<file path="src/pkg/dmr_pkg.sv">
// constants and carrier types for the ddr2 mode register programming block
package dmr_pkg;

   // command pin bundle sampled on each rising clock edge
   typedef struct packed {
      logic        cke;
      logic        cs_n;
      logic        ras_n;
      logic        cas_n;
      logic        we_n;
      logic [2:0]  ba;
      logic [13:0] addr;
   } dmr_cmd_t;

   // base mode register, bit order follows address bits 11..0
   typedef struct packed {
      logic [2:0] wr;
      logic       dll_rst;
      logic       test;
      logic [2:0] cl;
      logic       bt;
      logic [2:0] bl;
   } dmr_mr_t;

   // extended register 1, bit order follows address bits 11..0
   typedef struct packed {
      logic       read_strobe_en;
      logic       strobe_cmp_dis;
      logic [2:0] driver_calibration;
      logic       rtt_hi;
      logic [2:0] added_latency;
      logic       rtt_lo;
      logic       reduced_drive;
      logic       dll_dis;
   } dmr_emr1_t;

   // termination outputs
   typedef struct packed {
      logic [2:0] sw;
      logic       dq;
      logic       dm;
      logic       strobe;
      logic       strobe_cmp;
   } dmr_term_t;

   typedef enum logic [1:0] {
      DMR_ST_NORMAL   = 2'b01,
      DMR_ST_SELF_REF = 2'b10
   } dmr_pwr_t;

   localparam int unsigned DMR_REG_W      = 13;
   localparam logic [1:0]  DMR_BA_MR      = 2'h0;
   localparam logic [1:0]  DMR_BA_EMR1    = 2'h1;
   localparam logic [1:0]  DMR_BA_EMR2    = 2'h2;
   localparam logic [1:0]  DMR_BA_EMR3    = 2'h3;
   localparam logic [2:0]  DMR_BL_4       = 3'h2;
   localparam logic [2:0]  DMR_BL_8       = 3'h3;
   localparam logic [2:0]  DMR_CL_MIN     = 3'h3;
   localparam logic [2:0]  DMR_CL_MAX     = 3'h7;
   localparam int unsigned DMR_PARTIAL_ARRAY_REFRESH_LSB   = 0;
   localparam logic [7:0]  DMR_LOCK_CLKS  = 8'hc8;
   localparam logic [11:0] DMR_MR_RST     = 12'h000;
   localparam logic [11:0] DMR_EMR1_RST   = 12'h000;
   localparam logic [12:0] DMR_EMRX_RST   = 13'h0000;

endpackage : dmr_pkg
</file>
<file path="src/hw/dmr_mode_regs.sv">
// ddr2 mode and extended mode register decode, field hold, dll and termination control
`timescale 1ns/10ps
// What this block does
// - both bank bits low on a load command writes the base mode register
// - bank bit 0 high, bit 1 low on a load writes extended register 1
// - bank bits 10 select extended register 2, bits 11 register 3
// - every load replaces every field of the addressed register
// - loads and dll reset never touch memory array contents
// - address bits 0..2 give burst length, only 4 and 8 supported
// - bit 3 burst order, bits 4..6 cas latency, no half-clock latencies
// - bit 7 test mode, low for normal; bit 8 high resets the dll
// - bits 9..11 hold write recovery in clocks, rounded up by controller
// - extended register 1 bit 0 high disables the dll, bit 1 reduced drive strength
// - bits 3..5 added latency, 2 and 6 termination, 7..9 calibration, 10, 11 strobes
// - dll turns off entering self refresh and back on leaving it
// - partial refresh field picks banks refreshed during self refresh
// - termination only in active or standby, off from the second cycle of self refresh on
// - termination pin closes one of three switches picked by termination value
// - no termination unless termination value bits are nonzero
// - data, mask, true strobe always terminated; complement strobe only if bit 10 low
module dmr_mode_regs (
   input  wire logic              clk_sys_i,
   input  wire logic              rst_i,
   input  wire dmr_pkg::dmr_cmd_t cmd_i,
   input  wire logic              termination_control_i,
   output dmr_pkg::dmr_mr_t       mr_o,
   output dmr_pkg::dmr_emr1_t     emr1_o,
   output logic [12:0]            emr2_o,
   output logic [12:0]            emr3_o,
   output logic                   burst_len_8_o,
   output logic                   burst_len_ok_o,
   output logic                   cas_latency_ok_o,
   output logic                   test_mode_o,
   output logic [3:0]             load_pulse_o,
   output logic                   dll_reset_o,
   output logic                   dll_on_o,
   output logic                   dll_locked_o,
   output logic                   self_refresh_o,
   output logic [7:0]             refresh_bank_mask_o,
   output dmr_pkg::dmr_term_t     term_o
);

   typedef struct packed {
      dmr_pkg::dmr_mr_t   mr;
      dmr_pkg::dmr_emr1_t emr1;
      logic [12:0]        emr2;
      logic [12:0]        emr3;
      logic [3:0]         load;
      logic               dll_rst;
      logic [7:0]         lock_cnt;
      logic               locked;
      dmr_pkg::dmr_pwr_t  pwr;
      logic               cke;
      dmr_pkg::dmr_term_t term;
      logic [7:0]         bank_mask;
   } dmr_state_t;

   dmr_state_t st_q;
   dmr_state_t st_d;

   logic       cmd_load;
   logic       sr_enter;
   logic       sr_exit;
   logic [1:0] rtt;
   logic [2:0] partial_array_refresh;

   // a load needs all four strobes low; the controller guarantees bank state and cke
   assign cmd_load = ~cmd_i.cs_n & ~cmd_i.ras_n & ~cmd_i.cas_n & ~cmd_i.we_n;
   // self refresh entry is the refresh command registered with cke falling
   assign sr_enter = st_q.cke & ~cmd_i.cke & ~cmd_i.cs_n & ~cmd_i.ras_n & ~cmd_i.cas_n
                     & cmd_i.we_n;
   assign sr_exit  = (st_q.pwr == dmr_pkg::DMR_ST_SELF_REF) & cmd_i.cke;
   assign rtt      = {st_q.emr1.rtt_hi, st_q.emr1.rtt_lo};
   assign partial_array_refresh     = st_q.emr2[dmr_pkg::DMR_PARTIAL_ARRAY_REFRESH_LSB +: 3];

   always_comb begin
      st_d         = st_q;
      st_d.load    = 4'h0;
      st_d.dll_rst = 1'b0;
      st_d.cke     = cmd_i.cke;

      // whole-register writes; nothing here reaches the array
      if (cmd_load) begin
         unique case (cmd_i.ba[1:0])
            dmr_pkg::DMR_BA_MR: begin
               st_d.mr      = dmr_pkg::dmr_mr_t'(cmd_i.addr[11:0]);
               st_d.load[0] = 1'b1;
               st_d.dll_rst = cmd_i.addr[8];
            end
            dmr_pkg::DMR_BA_EMR1: begin
               st_d.emr1    = dmr_pkg::dmr_emr1_t'(cmd_i.addr[11:0]);
               st_d.load[1] = 1'b1;
            end
            dmr_pkg::DMR_BA_EMR2: begin
               st_d.emr2    = cmd_i.addr[12:0];
               st_d.load[2] = 1'b1;
            end
            dmr_pkg::DMR_BA_EMR3: begin
               st_d.emr3    = cmd_i.addr[12:0];
               st_d.load[3] = 1'b1;
            end
         endcase
      end

      unique case (st_q.pwr)
         dmr_pkg::DMR_ST_NORMAL: begin
            if (sr_enter) begin
               st_d.pwr = dmr_pkg::DMR_ST_SELF_REF;
            end
         end
         dmr_pkg::DMR_ST_SELF_REF: begin
            if (sr_exit) begin
               st_d.pwr = dmr_pkg::DMR_ST_NORMAL;
            end
         end
         default: begin
            st_d.pwr = dmr_pkg::DMR_ST_NORMAL;
         end
      endcase

      // lock restarts on any dll reset or self refresh exit, informational only
      if (st_q.dll_rst || sr_exit || st_q.emr1.dll_dis) begin
         st_d.lock_cnt = 8'h00;
         st_d.locked   = 1'b0;
      end else if (st_q.pwr == dmr_pkg::DMR_ST_SELF_REF) begin
         st_d.locked   = 1'b0;
      end else if (!st_q.locked) begin
         st_d.lock_cnt = st_q.lock_cnt + 8'h01;
         st_d.locked   = (st_q.lock_cnt + 8'h01) == dmr_pkg::DMR_LOCK_CLKS;
      end

      // termination: pin, nonzero value, not self refresh
      st_d.term = '0;
      if (termination_control_i && (rtt != 2'h0)
          && (st_q.pwr == dmr_pkg::DMR_ST_NORMAL)) begin
         st_d.term.sw         = 3'h1 << (rtt - 2'h1);
         st_d.term.dq         = 1'b1;
         st_d.term.dm         = 1'b1;
         st_d.term.strobe     = 1'b1;
         st_d.term.strobe_cmp = ~st_q.emr1.strobe_cmp_dis;
      end

      // partial refresh: banks kept alive during self refresh
      unique case (partial_array_refresh)
         3'h0: st_d.bank_mask = 8'hff;
         3'h1: st_d.bank_mask = 8'h0f;
         3'h2: st_d.bank_mask = 8'h03;
         3'h3: st_d.bank_mask = 8'h01;
         3'h4: st_d.bank_mask = 8'hfc;
         3'h5: st_d.bank_mask = 8'hf0;
         3'h6: st_d.bank_mask = 8'hc0;
         3'h7: st_d.bank_mask = 8'h80;
      endcase
   end

   always_ff @(posedge clk_sys_i) begin
      if (rst_i) begin
         st_q.mr        <= dmr_pkg::DMR_MR_RST;
         st_q.emr1      <= dmr_pkg::DMR_EMR1_RST;
         st_q.emr2      <= dmr_pkg::DMR_EMRX_RST;
         st_q.emr3      <= dmr_pkg::DMR_EMRX_RST;
         st_q.load      <= 4'h0;
         st_q.dll_rst   <= 1'b0;
         st_q.lock_cnt  <= 8'h00;
         st_q.locked    <= 1'b0;
         st_q.pwr       <= dmr_pkg::DMR_ST_NORMAL;
         st_q.cke       <= 1'b0;
         st_q.term      <= '0;
         st_q.bank_mask <= 8'hff;
      end else begin
         st_q <= st_d;
      end
   end

   assign mr_o                = st_q.mr;
   assign emr1_o              = st_q.emr1;
   assign emr2_o              = st_q.emr2;
   assign emr3_o              = st_q.emr3;
   assign burst_len_8_o       = st_q.mr.bl == dmr_pkg::DMR_BL_8;
   assign burst_len_ok_o      = (st_q.mr.bl == dmr_pkg::DMR_BL_4)
                                | (st_q.mr.bl == dmr_pkg::DMR_BL_8);
   // only whole-clock latencies exist; other codes are flagged
   assign cas_latency_ok_o    = st_q.mr.cl >= dmr_pkg::DMR_CL_MIN;
   assign test_mode_o         = st_q.mr.test;
   assign load_pulse_o        = st_q.load;
   assign dll_reset_o         = st_q.dll_rst;
   assign dll_on_o            = ~st_q.emr1.dll_dis
                                & (st_q.pwr == dmr_pkg::DMR_ST_NORMAL);
   assign dll_locked_o        = st_q.locked;
   assign self_refresh_o      = st_q.pwr == dmr_pkg::DMR_ST_SELF_REF;
   assign refresh_bank_mask_o = st_q.bank_mask;
   assign term_o              = st_q.term;

   // checks
   AST_MR_LOAD: assert property (@(posedge clk_sys_i) disable iff (rst_i)
      cmd_load && cmd_i.ba[1:0] == 2'h0 |=> mr_o == $past(cmd_i.addr[11:0]) && load_pulse_o[0])
      else $error("base register load not taken");

   AST_EMR1_LOAD: assert property (@(posedge clk_sys_i) disable iff (rst_i)
      cmd_load && cmd_i.ba[1:0] == 2'h1 |=> emr1_o == $past(cmd_i.addr[11:0]) && mr_o == $past(mr_o))
      else $error("extended register 1 load wrong");

   AST_EMR23_LOAD: assert property (@(posedge clk_sys_i) disable iff (rst_i)
      cmd_load && cmd_i.ba[1] |=> (($past(cmd_i.ba[0]) ? emr3_o : emr2_o) == $past(cmd_i.addr[12:0])))
      else $error("extended register 2 or 3 load wrong");

   AST_HOLD: assert property (@(posedge clk_sys_i) disable iff (rst_i)
      !cmd_load |=> $stable(mr_o) && $stable(emr1_o) && load_pulse_o == 4'h0)
      else $error("register changed without a load");

   AST_DLL_RST: assert property (@(posedge clk_sys_i) disable iff (rst_i)
      cmd_load && cmd_i.ba[1:0] == 2'h0 && cmd_i.addr[8] |=> dll_reset_o ##1 !dll_locked_o)
      else $error("dll reset not pulsed");

   AST_LOCK_TIME: assert property (@(posedge clk_sys_i) disable iff (rst_i)
      $rose(dll_locked_o) |-> st_q.lock_cnt == dmr_pkg::DMR_LOCK_CLKS && !$past(dll_reset_o))
      else $error("dll lock time wrong");

   AST_SR_DLL: assert property (@(posedge clk_sys_i) disable iff (rst_i)
      sr_enter |=> self_refresh_o && !dll_on_o ##1 !term_o.dq)
      else $error("dll or termination on in self refresh");

   AST_TERM_OFF: assert property (@(posedge clk_sys_i) disable iff (rst_i)
      (!termination_control_i || rtt == 2'h0 || self_refresh_o) |=> term_o == '0)
      else $error("termination on when it must be off");

   AST_TERM_SW: assert property (@(posedge clk_sys_i) disable iff (rst_i)
      termination_control_i && rtt == 2'h3 && !self_refresh_o && !cmd_load
      |=> term_o.sw == 3'h4 && term_o.strobe_cmp == !emr1_o.strobe_cmp_dis)
      else $error("termination switch or strobe wrong");

   AST_PARTIAL_ARRAY_REFRESH: assert property (@(posedge clk_sys_i) disable iff (rst_i)
      partial_array_refresh == 3'h4 |=> refresh_bank_mask_o == 8'hfc)
      else $error("partial refresh mask wrong");

   // further checks: load fields and decodes, self refresh, dll lock, partial refresh masks and termination
   AST_PULSE_ONEHOT: assert property (@(posedge clk_sys_i) disable iff (rst_i)
      $onehot0(load_pulse_o))
      else $error("more than one register loaded at once");

   AST_BL8_OK: assert property (@(posedge clk_sys_i) disable iff (rst_i)
      burst_len_8_o |-> burst_len_ok_o)
      else $error("burst 8 flagged as unsupported");

   AST_BL_LOAD: assert property (@(posedge clk_sys_i) disable iff (rst_i)
      cmd_load && cmd_i.ba[1:0] == 2'h0 && cmd_i.addr[2:0] == dmr_pkg::DMR_BL_4
      |=> burst_len_ok_o && !burst_len_8_o)
      else $error("burst 4 decode wrong");

   AST_BT_FIELD: assert property (@(posedge clk_sys_i) disable iff (rst_i)
      cmd_load && cmd_i.ba[1:0] == 2'h0 |=> mr_o.bt == $past(cmd_i.addr[3]))
      else $error("burst order field wrong");

   AST_CL_LOAD: assert property (@(posedge clk_sys_i) disable iff (rst_i)
      cmd_load && cmd_i.ba[1:0] == 2'h0 && cmd_i.addr[6:4] >= dmr_pkg::DMR_CL_MIN
      |=> cas_latency_ok_o)
      else $error("legal cas latency flagged");

   AST_CL_BAD: assert property (@(posedge clk_sys_i) disable iff (rst_i)
      cmd_load && cmd_i.ba[1:0] == 2'h0 && cmd_i.addr[6:4] < dmr_pkg::DMR_CL_MIN
      |=> !cas_latency_ok_o)
      else $error("unsupported cas latency accepted");

   AST_TEST_MODE: assert property (@(posedge clk_sys_i) disable iff (rst_i)
      cmd_load && cmd_i.ba[1:0] == 2'h0 |=> test_mode_o == $past(cmd_i.addr[7]))
      else $error("test mode bit wrong");

   AST_DLL_RST_SRC: assert property (@(posedge clk_sys_i) disable iff (rst_i)
      dll_reset_o |-> $past(cmd_load && cmd_i.ba[1:0] == 2'h0 && cmd_i.addr[8]))
      else $error("dll reset without a base load");

   AST_WR_FIELD: assert property (@(posedge clk_sys_i) disable iff (rst_i)
      cmd_load && cmd_i.ba[1:0] == 2'h0 |=> mr_o.wr == $past(cmd_i.addr[11:9]))
      else $error("write recovery field wrong");

   AST_DLL_DIS: assert property (@(posedge clk_sys_i) disable iff (rst_i)
      cmd_load && cmd_i.ba[1:0] == 2'h1 && cmd_i.addr[0] |=> !dll_on_o)
      else $error("dll on while disabled");

   AST_DRIVE: assert property (@(posedge clk_sys_i) disable iff (rst_i)
      cmd_load && cmd_i.ba[1:0] == 2'h1 |=> emr1_o.reduced_drive == $past(cmd_i.addr[1]))
      else $error("drive strength field wrong");

   AST_AL_FIELD: assert property (@(posedge clk_sys_i) disable iff (rst_i)
      cmd_load && cmd_i.ba[1:0] == 2'h1 |=> emr1_o.added_latency == $past(cmd_i.addr[5:3]))
      else $error("added latency field wrong");

   AST_STROBE_FIELD: assert property (@(posedge clk_sys_i) disable iff (rst_i)
      cmd_load && cmd_i.ba[1:0] == 2'h1 |=> emr1_o.strobe_cmp_dis == $past(cmd_i.addr[10])
      && emr1_o.read_strobe_en == $past(cmd_i.addr[11]))
      else $error("strobe option fields wrong");

   AST_SR_EXIT: assert property (@(posedge clk_sys_i) disable iff (rst_i)
      self_refresh_o && cmd_i.cke |=> !self_refresh_o && !dll_locked_o)
      else $error("self refresh exit wrong");

   AST_SR_HOLD: assert property (@(posedge clk_sys_i) disable iff (rst_i)
      self_refresh_o && !cmd_i.cke |=> self_refresh_o)
      else $error("self refresh left early");

   AST_LOCK_HOLD: assert property (@(posedge clk_sys_i) disable iff (rst_i)
      dll_locked_o && !dll_reset_o && !self_refresh_o && !emr1_o.dll_dis |=> dll_locked_o)
      else $error("dll lock dropped without cause");

   AST_PARTIAL_ARRAY_REFRESH_FULL: assert property (@(posedge clk_sys_i) disable iff (rst_i)
      partial_array_refresh == 3'h0 |=> refresh_bank_mask_o == 8'hff)
      else $error("full array mask wrong");

   AST_PARTIAL_ARRAY_REFRESH_TOP: assert property (@(posedge clk_sys_i) disable iff (rst_i)
      partial_array_refresh == 3'h7 |=> refresh_bank_mask_o == 8'h80)
      else $error("top bank mask wrong");

   AST_TERM_SW1: assert property (@(posedge clk_sys_i) disable iff (rst_i)
      termination_control_i && rtt == 2'h1 && !self_refresh_o |=> term_o.sw == 3'h1)
      else $error("first termination switch not chosen");

   AST_TERM_PINS: assert property (@(posedge clk_sys_i) disable iff (rst_i)
      termination_control_i && rtt != 2'h0 && !self_refresh_o
      |=> term_o.dq && term_o.dm && term_o.strobe)
      else $error("data mask or strobe not terminated");

   AST_EMRX_HOLD: assert property (@(posedge clk_sys_i) disable iff (rst_i)
      !cmd_load |=> $stable(emr2_o) && $stable(emr3_o))
      else $error("extended register changed without a load");

   COV_MR: cover property (@(posedge clk_sys_i) disable iff (rst_i)
      cmd_load && cmd_i.ba[1:0] == 2'h0 && cmd_i.addr[8]);
   COV_LOCK: cover property (@(posedge clk_sys_i) disable iff (rst_i) $rose(dll_locked_o));
   COV_SR: cover property (@(posedge clk_sys_i) disable iff (rst_i) sr_enter ##[1:50] sr_exit);
   COV_TERM: cover property (@(posedge clk_sys_i) disable iff (rst_i) term_o.strobe_cmp);
   COV_EMR3: cover property (@(posedge clk_sys_i) disable iff (rst_i) load_pulse_o[3]);

endmodule : dmr_mode_regs

</file>
<file path="config.mk">
export PLATFORM = sky130hd
export DESIGN_NAME = dmr_mode_regs
export DESIGN_NICKNAME = d
export VERILOG_FILES = /design/src/pkg/dmr_pkg.sv /design/src/hw/dmr_mode_regs.sv
export SDC_FILE = /design/constraint.sdc
export NUM_CORES = 1
export LEC_CHECK = 0
export BUFFER_PORTS_ARGS = -buffer_cell sky130_fd_sc_hd__buf_2
export CAP_MARGIN = 20
export CORE_MARGIN = 10
export CORE_UTILIZATION = 52
export DETAILED_ROUTE_END_ITERATION = 8
export PLACE_DENSITY = 0.8
export SLEW_MARGIN = 20
export SYNTH_ARGS = -nofsm -noshare
export SYNTH_HDL_FRONTEND = slang
export SYNTH_SLANG_ARGS = --single-unit
</file>
<file path="constraint.sdc">
create_clock -name clk_sys_i -period 1.55 [get_ports clk_sys_i]
set_input_delay 0.155 -clock clk_sys_i [delete_from_list [all_inputs] [get_ports clk_sys_i]]
set_output_delay 0.155 -clock clk_sys_i [all_outputs]
set_load 0.01 [all_outputs]
</file>
After elaboration in Yosys (flattened, before gate mapping)
Memories as Yosys holds them, arrays and structs flattened. A register that Yosys moved wholly into a read port is not among the register bits.
Cells that the tools add are included.
{"block": "word_totals", "reg_bits": 74, "mem_bits_ro": 64, "input_bits": 25, "out_inout_bits": 77, "elab_cells": 91, "mem_count": 1}
{"name": "(name not given)", "words": 8, "word_bits": 8, "rd": 1, "rd_ports_with_merged_regs": 1, "wr": 0, "line_no": "dmr_mode_regs.sv:144", "text": "unique case (partial_array_refresh)"}
{"block": "classes", "n_addsub": 2, "magnitude_cmp": 1, "n_eq_ne": 10, "shifts": 1, "mux": 9, "bitwise_logic": 23, "n_reduce_logical": 17}
{"cell": "NOT 1 bit", "count": 12}
{"cell": "AND reduction 2 bit", "count": 6}
{"cell": "AND 1 bit", "count": 10}
{"cell": "adder 8 x 1 -> 8 bit, second input constant", "count": 1}
{"cell": "== test 8 bit, second input constant", "count": 1}
{"cell": "== test 2 bit, second input constant", "count": 3}
{"cell": "== test 3 x 2 -> 1 bit, second input constant", "count": 2}
{"cell": "two-way mux 2 bit", "count": 3}
{"cell": "OR reduction 2 bit", "count": 3}
{"cell": "OR reduction 3 bit", "count": 2}
{"cell": "== test 2 x 1 -> 1 bit, second input constant", "count": 2}
{"cell": "two-way mux 1 bit", "count": 4}
{"cell": "two-way mux 4 bit", "count": 1}
{"cell": "case mux 2 bit (2 select lines)", "count": 1}
{"cell": "greater-or-equal comparator 3 x 2 -> 1 bit, second input constant", "count": 1}
{"cell": "<< shifter 1 x 2 -> 3 bit, first input constant", "count": 1}
{"cell": "logical AND 1 bit", "count": 2}
{"cell": "logical NOT 2 bit", "count": 1}
{"cell": "logical OR 1 bit", "count": 2}
{"cell": "!= test 2 x 1 -> 1 bit, second input constant", "count": 1}
{"cell": "!= test 2 bit, second input constant", "count": 1}
{"cell": "nonzero test 2 bit", "count": 1}
{"cell": "subtractor 2 x 1 -> 2 bit, second input constant", "count": 1}
{"cell": "OR 1 bit", "count": 1}

Longest topological paths before layout
{"block": "depth", "word_depth": 8, "mapped_depth": 6, "ltp_nobuf": 6}

Least setup slack after synthesis
OpenSTA, ideal clock, no wires.
{"block": "synth_path", "path_type": "input -> register", "from": "input cmd_i[19] (netlist bit)", "to": "register st_q (netlist bit emr2_o[10])", "setup_ns": 0.072, "arrival_ns": 1.347, "t_required_ns": 1.478, "slack_ns": 0.131, "stages": 3, "n_path_buf": 0, "cell_sequence": "or4_4 -> nor3b_1 -> mux2i_1"}
{"block": "synth_via", "elab_chain_cells": 5}
{"element": "start: declaration", "line_no": "dmr_mode_regs.sv:24", "text": "input wire dmr_pkg::dmr_cmd_t cmd_i,"}
{"element": "NOT 1 bit", "line_no": "dmr_mode_regs.sv:68", "text": "assign cmd_load = ~cmd_i.cs_n & ~cmd_i.ras_n & ~cmd_i.cas_n & ~cmd_i.we_n;"}
{"element": "AND 1 bit (3 in series)", "line_no": "dmr_mode_regs.sv:68"}
{"element": "AND reduction 2 bit (no source line)"}
{"element": "end signal: assignment", "line_no": "dmr_mode_regs.sv:171", "text": "st_q <= st_d;"}
{"element": "end: declaration", "line_no": "dmr_mode_regs.sv:58", "text": "dmr_state_t st_q;"}
Every way passes these cells.
A chain may end at the register's enable or synchronous reset.

Worst setup path after layout
{"block": "layout_path", "from": "register st_q[16] (netlist bit)", "to": "output self_refresh_o"}
{"block": "layout_via", "elab_chain_cells": 1}
{"element": "== test 2 bit", "line_no": "dmr_mode_regs.sv:190", "text": "assign self_refresh_o = st_q.pwr == dmr_pkg::DMR_ST_SELF_REF;"}
{"element": "end: declaration", "line_no": "dmr_mode_regs.sv:38", "text": "output logic self_refresh_o,"}
Every way passes these cells.

==> reports/summary.log <==
[power] cell internal pwr 3.051 mW
[synth] top flip-flop cell by instance count after synthesis sky130_fd_sc_hd__dfxtp_1
[synth] #FFs+latches synth 78
[power] switching portion of total power 22.98%
[place] last weighted congestion value of the routability-driven placer 0.8044
[clock_network] CTS H-tree depth 3
[global_routing] pin count of the biggest net entering global routing 41
[sta] min Tclk post-route 1.398 ns
[die] standard cell core area 6794 µm²
[finish] share of post-route cells with drive strength above 1 33.17%
[synth] number of synthesis warnings 0
[die] I/O pin count 102
[worst_hold_path] worst hold-check path type in2reg
[finish] number of nets at the end of the flow 432
[power] part of the power in combinational logic 5.1%
[power] fraction of power consumed by sequential logic 51.4%
[run_status] result of the run finished clean
[routing] remaining antenna violation count 0
[routing] number of DRC markers after the initial detailed-route iteration 121
[global_routing] aggregate global routing overflow 0
[synth] Synth area leaders sky130_fd_sc_hd__dfxtp_1 43%, sky130_fd_sc_hd__mux2i_1 15%, sky130_fd_sc_hd__buf_4 14%, sky130_fd_sc_hd__nand2b_1 11%, sky130_fd_sc_hd__nand3b_1 1.5%
[sta] slew of the pin with the lowest slew margin 0.4125 ns
[setup_path] kind of launch point of the worst setup path flop
[routing] total detailed-routing wirelength 7.590 mm
[clock_network] clock edge transition at the registers on the reported setup and hold paths 0.09 ns
[setup_path] Data required, critical path 1.39 ns
[finish] post-layout instance area 4014 µm²
[finish] count of fill cells added during filler insertion 571
[synth] Async SR Flop Fraction 0%
[setup_path] critical path arrival 1.24 ns
[power] switching power 0.9101 mW
[synth] Avg Synthesized Cell Area 9.914 µm²
[sta] Final Hold Slack 0.07400 ns
[power] areal power density over the cells 986.8 nW/µm²
[run] number of max-capacitance violations reported 0
[die] overall die height 103.4 µm
[synth] area share of the largest cell type after synthesis 43.15%
[clock_network] buffer cell driving the clock tree root sky130_fd_sc_hd__clkbuf_8
[die] starting density of the core 53.26%
[power] Leakage Power 1.998 nW
[synth] area of the mapped netlist 3618 µm²
[place] dpl cells 489
[clock_network] Max Buffers Root-to-Sink 2
[sta] final hold violation count 0
[routing] TritonRoute pass-1 iters 4
[routing] via count normalized by instance count 4.805
[routing] total via count in the routed design 2436
[global_routing] global-route wire length before repair 11.93 mm
[place] total placed instance area 3771 µm²
[global_routing] GRT Resource Usage Total 14.36%
[synth] number of different library cells in the post-synthesis netlist 36
[setup_path] launching element of the worst setup path st_q[16]
[synth] number of synthesized flops with an enable pin 0
[sta] final setup violation count 0
[die] die width 103.4 µm
[sta] unrepaired setup endpoints after global routing no
[sta] max-slew violations 0
[sta] maximum achievable frequency 715.3 MHz
[power] clock network fraction of design power 43.5%
[synth] leading cell types by count after synthesis 78 x sky130_fd_sc_hd__dfxtp_1, 69 x sky130_fd_sc_hd__buf_4, 65 x sky130_fd_sc_hd__nand2b_1, 54 x sky130_fd_sc_hd__mux2i_1, 10 x sky130_fd_sc_hd__clkbuf_1
[finish] Area Growth Syn to Fin 10.93%
[synth] number of nets in the synthesized netlist 392
[place] number of port buffers 99
[synth] sequential share of the synthesized area 43.15%
[routing] Remaining DRCs 0
[routing] drt wl/cell 14.97 µm
[setup_path] critical path peak fanout 14
[die] die outline area 10700 µm²
[die] total number of placement rows 30
[sta] setup TNS 0 ns
[sta] relative slew slack 72.46%
[clock_network] clock tree from TritonCTS built
[worst_hold_path] launch instance of the worst min-delay path cmd_i[8]
[power] peak ir drop on the vdd network 0.0004300 V
[synth] most frequent cell after synthesis sky130_fd_sc_hd__dfxtp_1
[clock_network] clock buffers created by TritonCTS 9
[clock_network] clock network latency to the later pin of the worst-skew pair 0.34 ns
[setup_path] worst reg2reg path startpoint st_q[16]
[setup_path] critical setup path kind reg2out
[synth] Synth Instances 365
[clock_network] TritonCTS Sinks 78
[sta] fin crit share 90.19%
[finish] filler-free cell count of the finished design 507
[global_routing] number of global-route vias before repair 2458
[power] post-route total power 3.961 mW
[global_routing] initial antenna violation count 1
[setup_path] sort of element at the end of the critical path primary output
[synth] dominant cell type by area after synthesis sky130_fd_sc_hd__dfxtp_1
[sta] worst clock skew 0.005455 ns
[place] HPWL after detailed placement 5.680 mm
cells in the final DEF (no fill, tap or decap), drive strengths merged, types with 2 or more instances in the layout:
cell type	instances
nor4	3
nand2b	65
bufinv	2
nand3b	7
nand2	2
or2	3
nor3b	2
nor3	5
nand4	2
or4	4
and2	2
or3	3
clkbuf	9
and3	2
ha	2
nor2b	4
o31ai	3
dfxtp	78
buf	112
nand3	9
nor2	8
inv	8
clkinv	3
o21ai	4
mux2i	54
a21oi	8
per-layer routing:
metal | up-vias | part of all wire, % | track usage [%]
met3 | 20 | 8.1 | 5.316
met5 | - | 0 | 0
met1 | 1106 | 44 | 16.76
met2 | 76 | 46 | 22.71
met4 | 0 | 2.8 | 7.166
li1 | 1234 | - | -
final timing paths:
path                    end  slack, ns  cells past startpoint
min             dll_reset_o       0.07                      2
max          self_refresh_o       0.15                      3
min reg2reg       term_o[0]       0.47                      1
max reg2reg        st_q[23]       0.16                      4
worst max-delay path, stage by stage (launching register included):
cell and delay, ns:
sky130_fd_sc_hd__dfxtp_1 0.32, sky130_fd_sc_hd__nand2b_1 0.21, sky130_fd_sc_hd__inv_2 0.20, sky130_fd_sc_hd__buf_2 0.17
area by class of cell:
cell class | instances | area, µm² | share of cell area (%)
repair buffers | 113 | 628.1 | 15.65
multi-input cells | 197 | 1449 | 36.10
inverters | 6 | 22.52 | 0.5611
clock inverters | 7 | 106.4 | 2.650
well taps | 96 | 120.1 | 2.993
diodes | 1 | 2.502 | 0.06234
clock buffers | 9 | 123.9 | 3.086
flip-flops and latches | 78 | 1562 | 38.90
per-stage QoR:
step	worst slack (ns)	utilization (%)
after floorplan	0.1311	-
after global placement	-0.06579	55.51
after detailed placement	-0.08472	55.51
after CTS	0.01050	59.04
after global routing	0.03529	59.08
final	0.1520	59.08
state kept, by name (all words and copies together), names as in the netlist:
name,flops
dll_locked_o,1
st_q,11
refresh_bank_mask_o,6
test_mode_o,1
emr1_o,12
dll_reset_o,1
load_pulse_o,4
mr_o,11
term_o,5
emr2_o,13
emr3_o,13
repair_timing:
item / 4_1_cts / 5_1_grt
endpoints found under the hold margin: 1 / 0
hold buffers: 1 / 0
buffers inserted: 0 / 0
resized for setup: 0 / 1
setup endpoints to repair: 0 / 4
power by group through the flow:
stage / clock, mW / sequential, mW / combinational, mW
after floorplan: 0 / 2.08 / 0.134
after global placement: 0 / 2.08 / 0.197
after detailed placement: 0 / 2.08 / 0.200
after CTS: 1.77 / 2.04 / 0.202
after global routing: 1.86 / 2.04 / 0.221
final: 1.72 / 2.04 / 0.201
logic make-up (layout without fill, tap and decap cells):
family	count (synthesis)	count (layout)	synth area share, %
other	0	1	0
flip-flops	78	78	43.15
adder cells (fa/ha/maj)	3	3	0.9681
AO/OA/AOI/OAI	17	17	2.732
AND/OR/NAND/NOR	123	123	21.40
buffers and inverters	90	135	16.80
multiplexers	54	54	14.94
No activity file was read; power rests on OpenSTA's default activity.
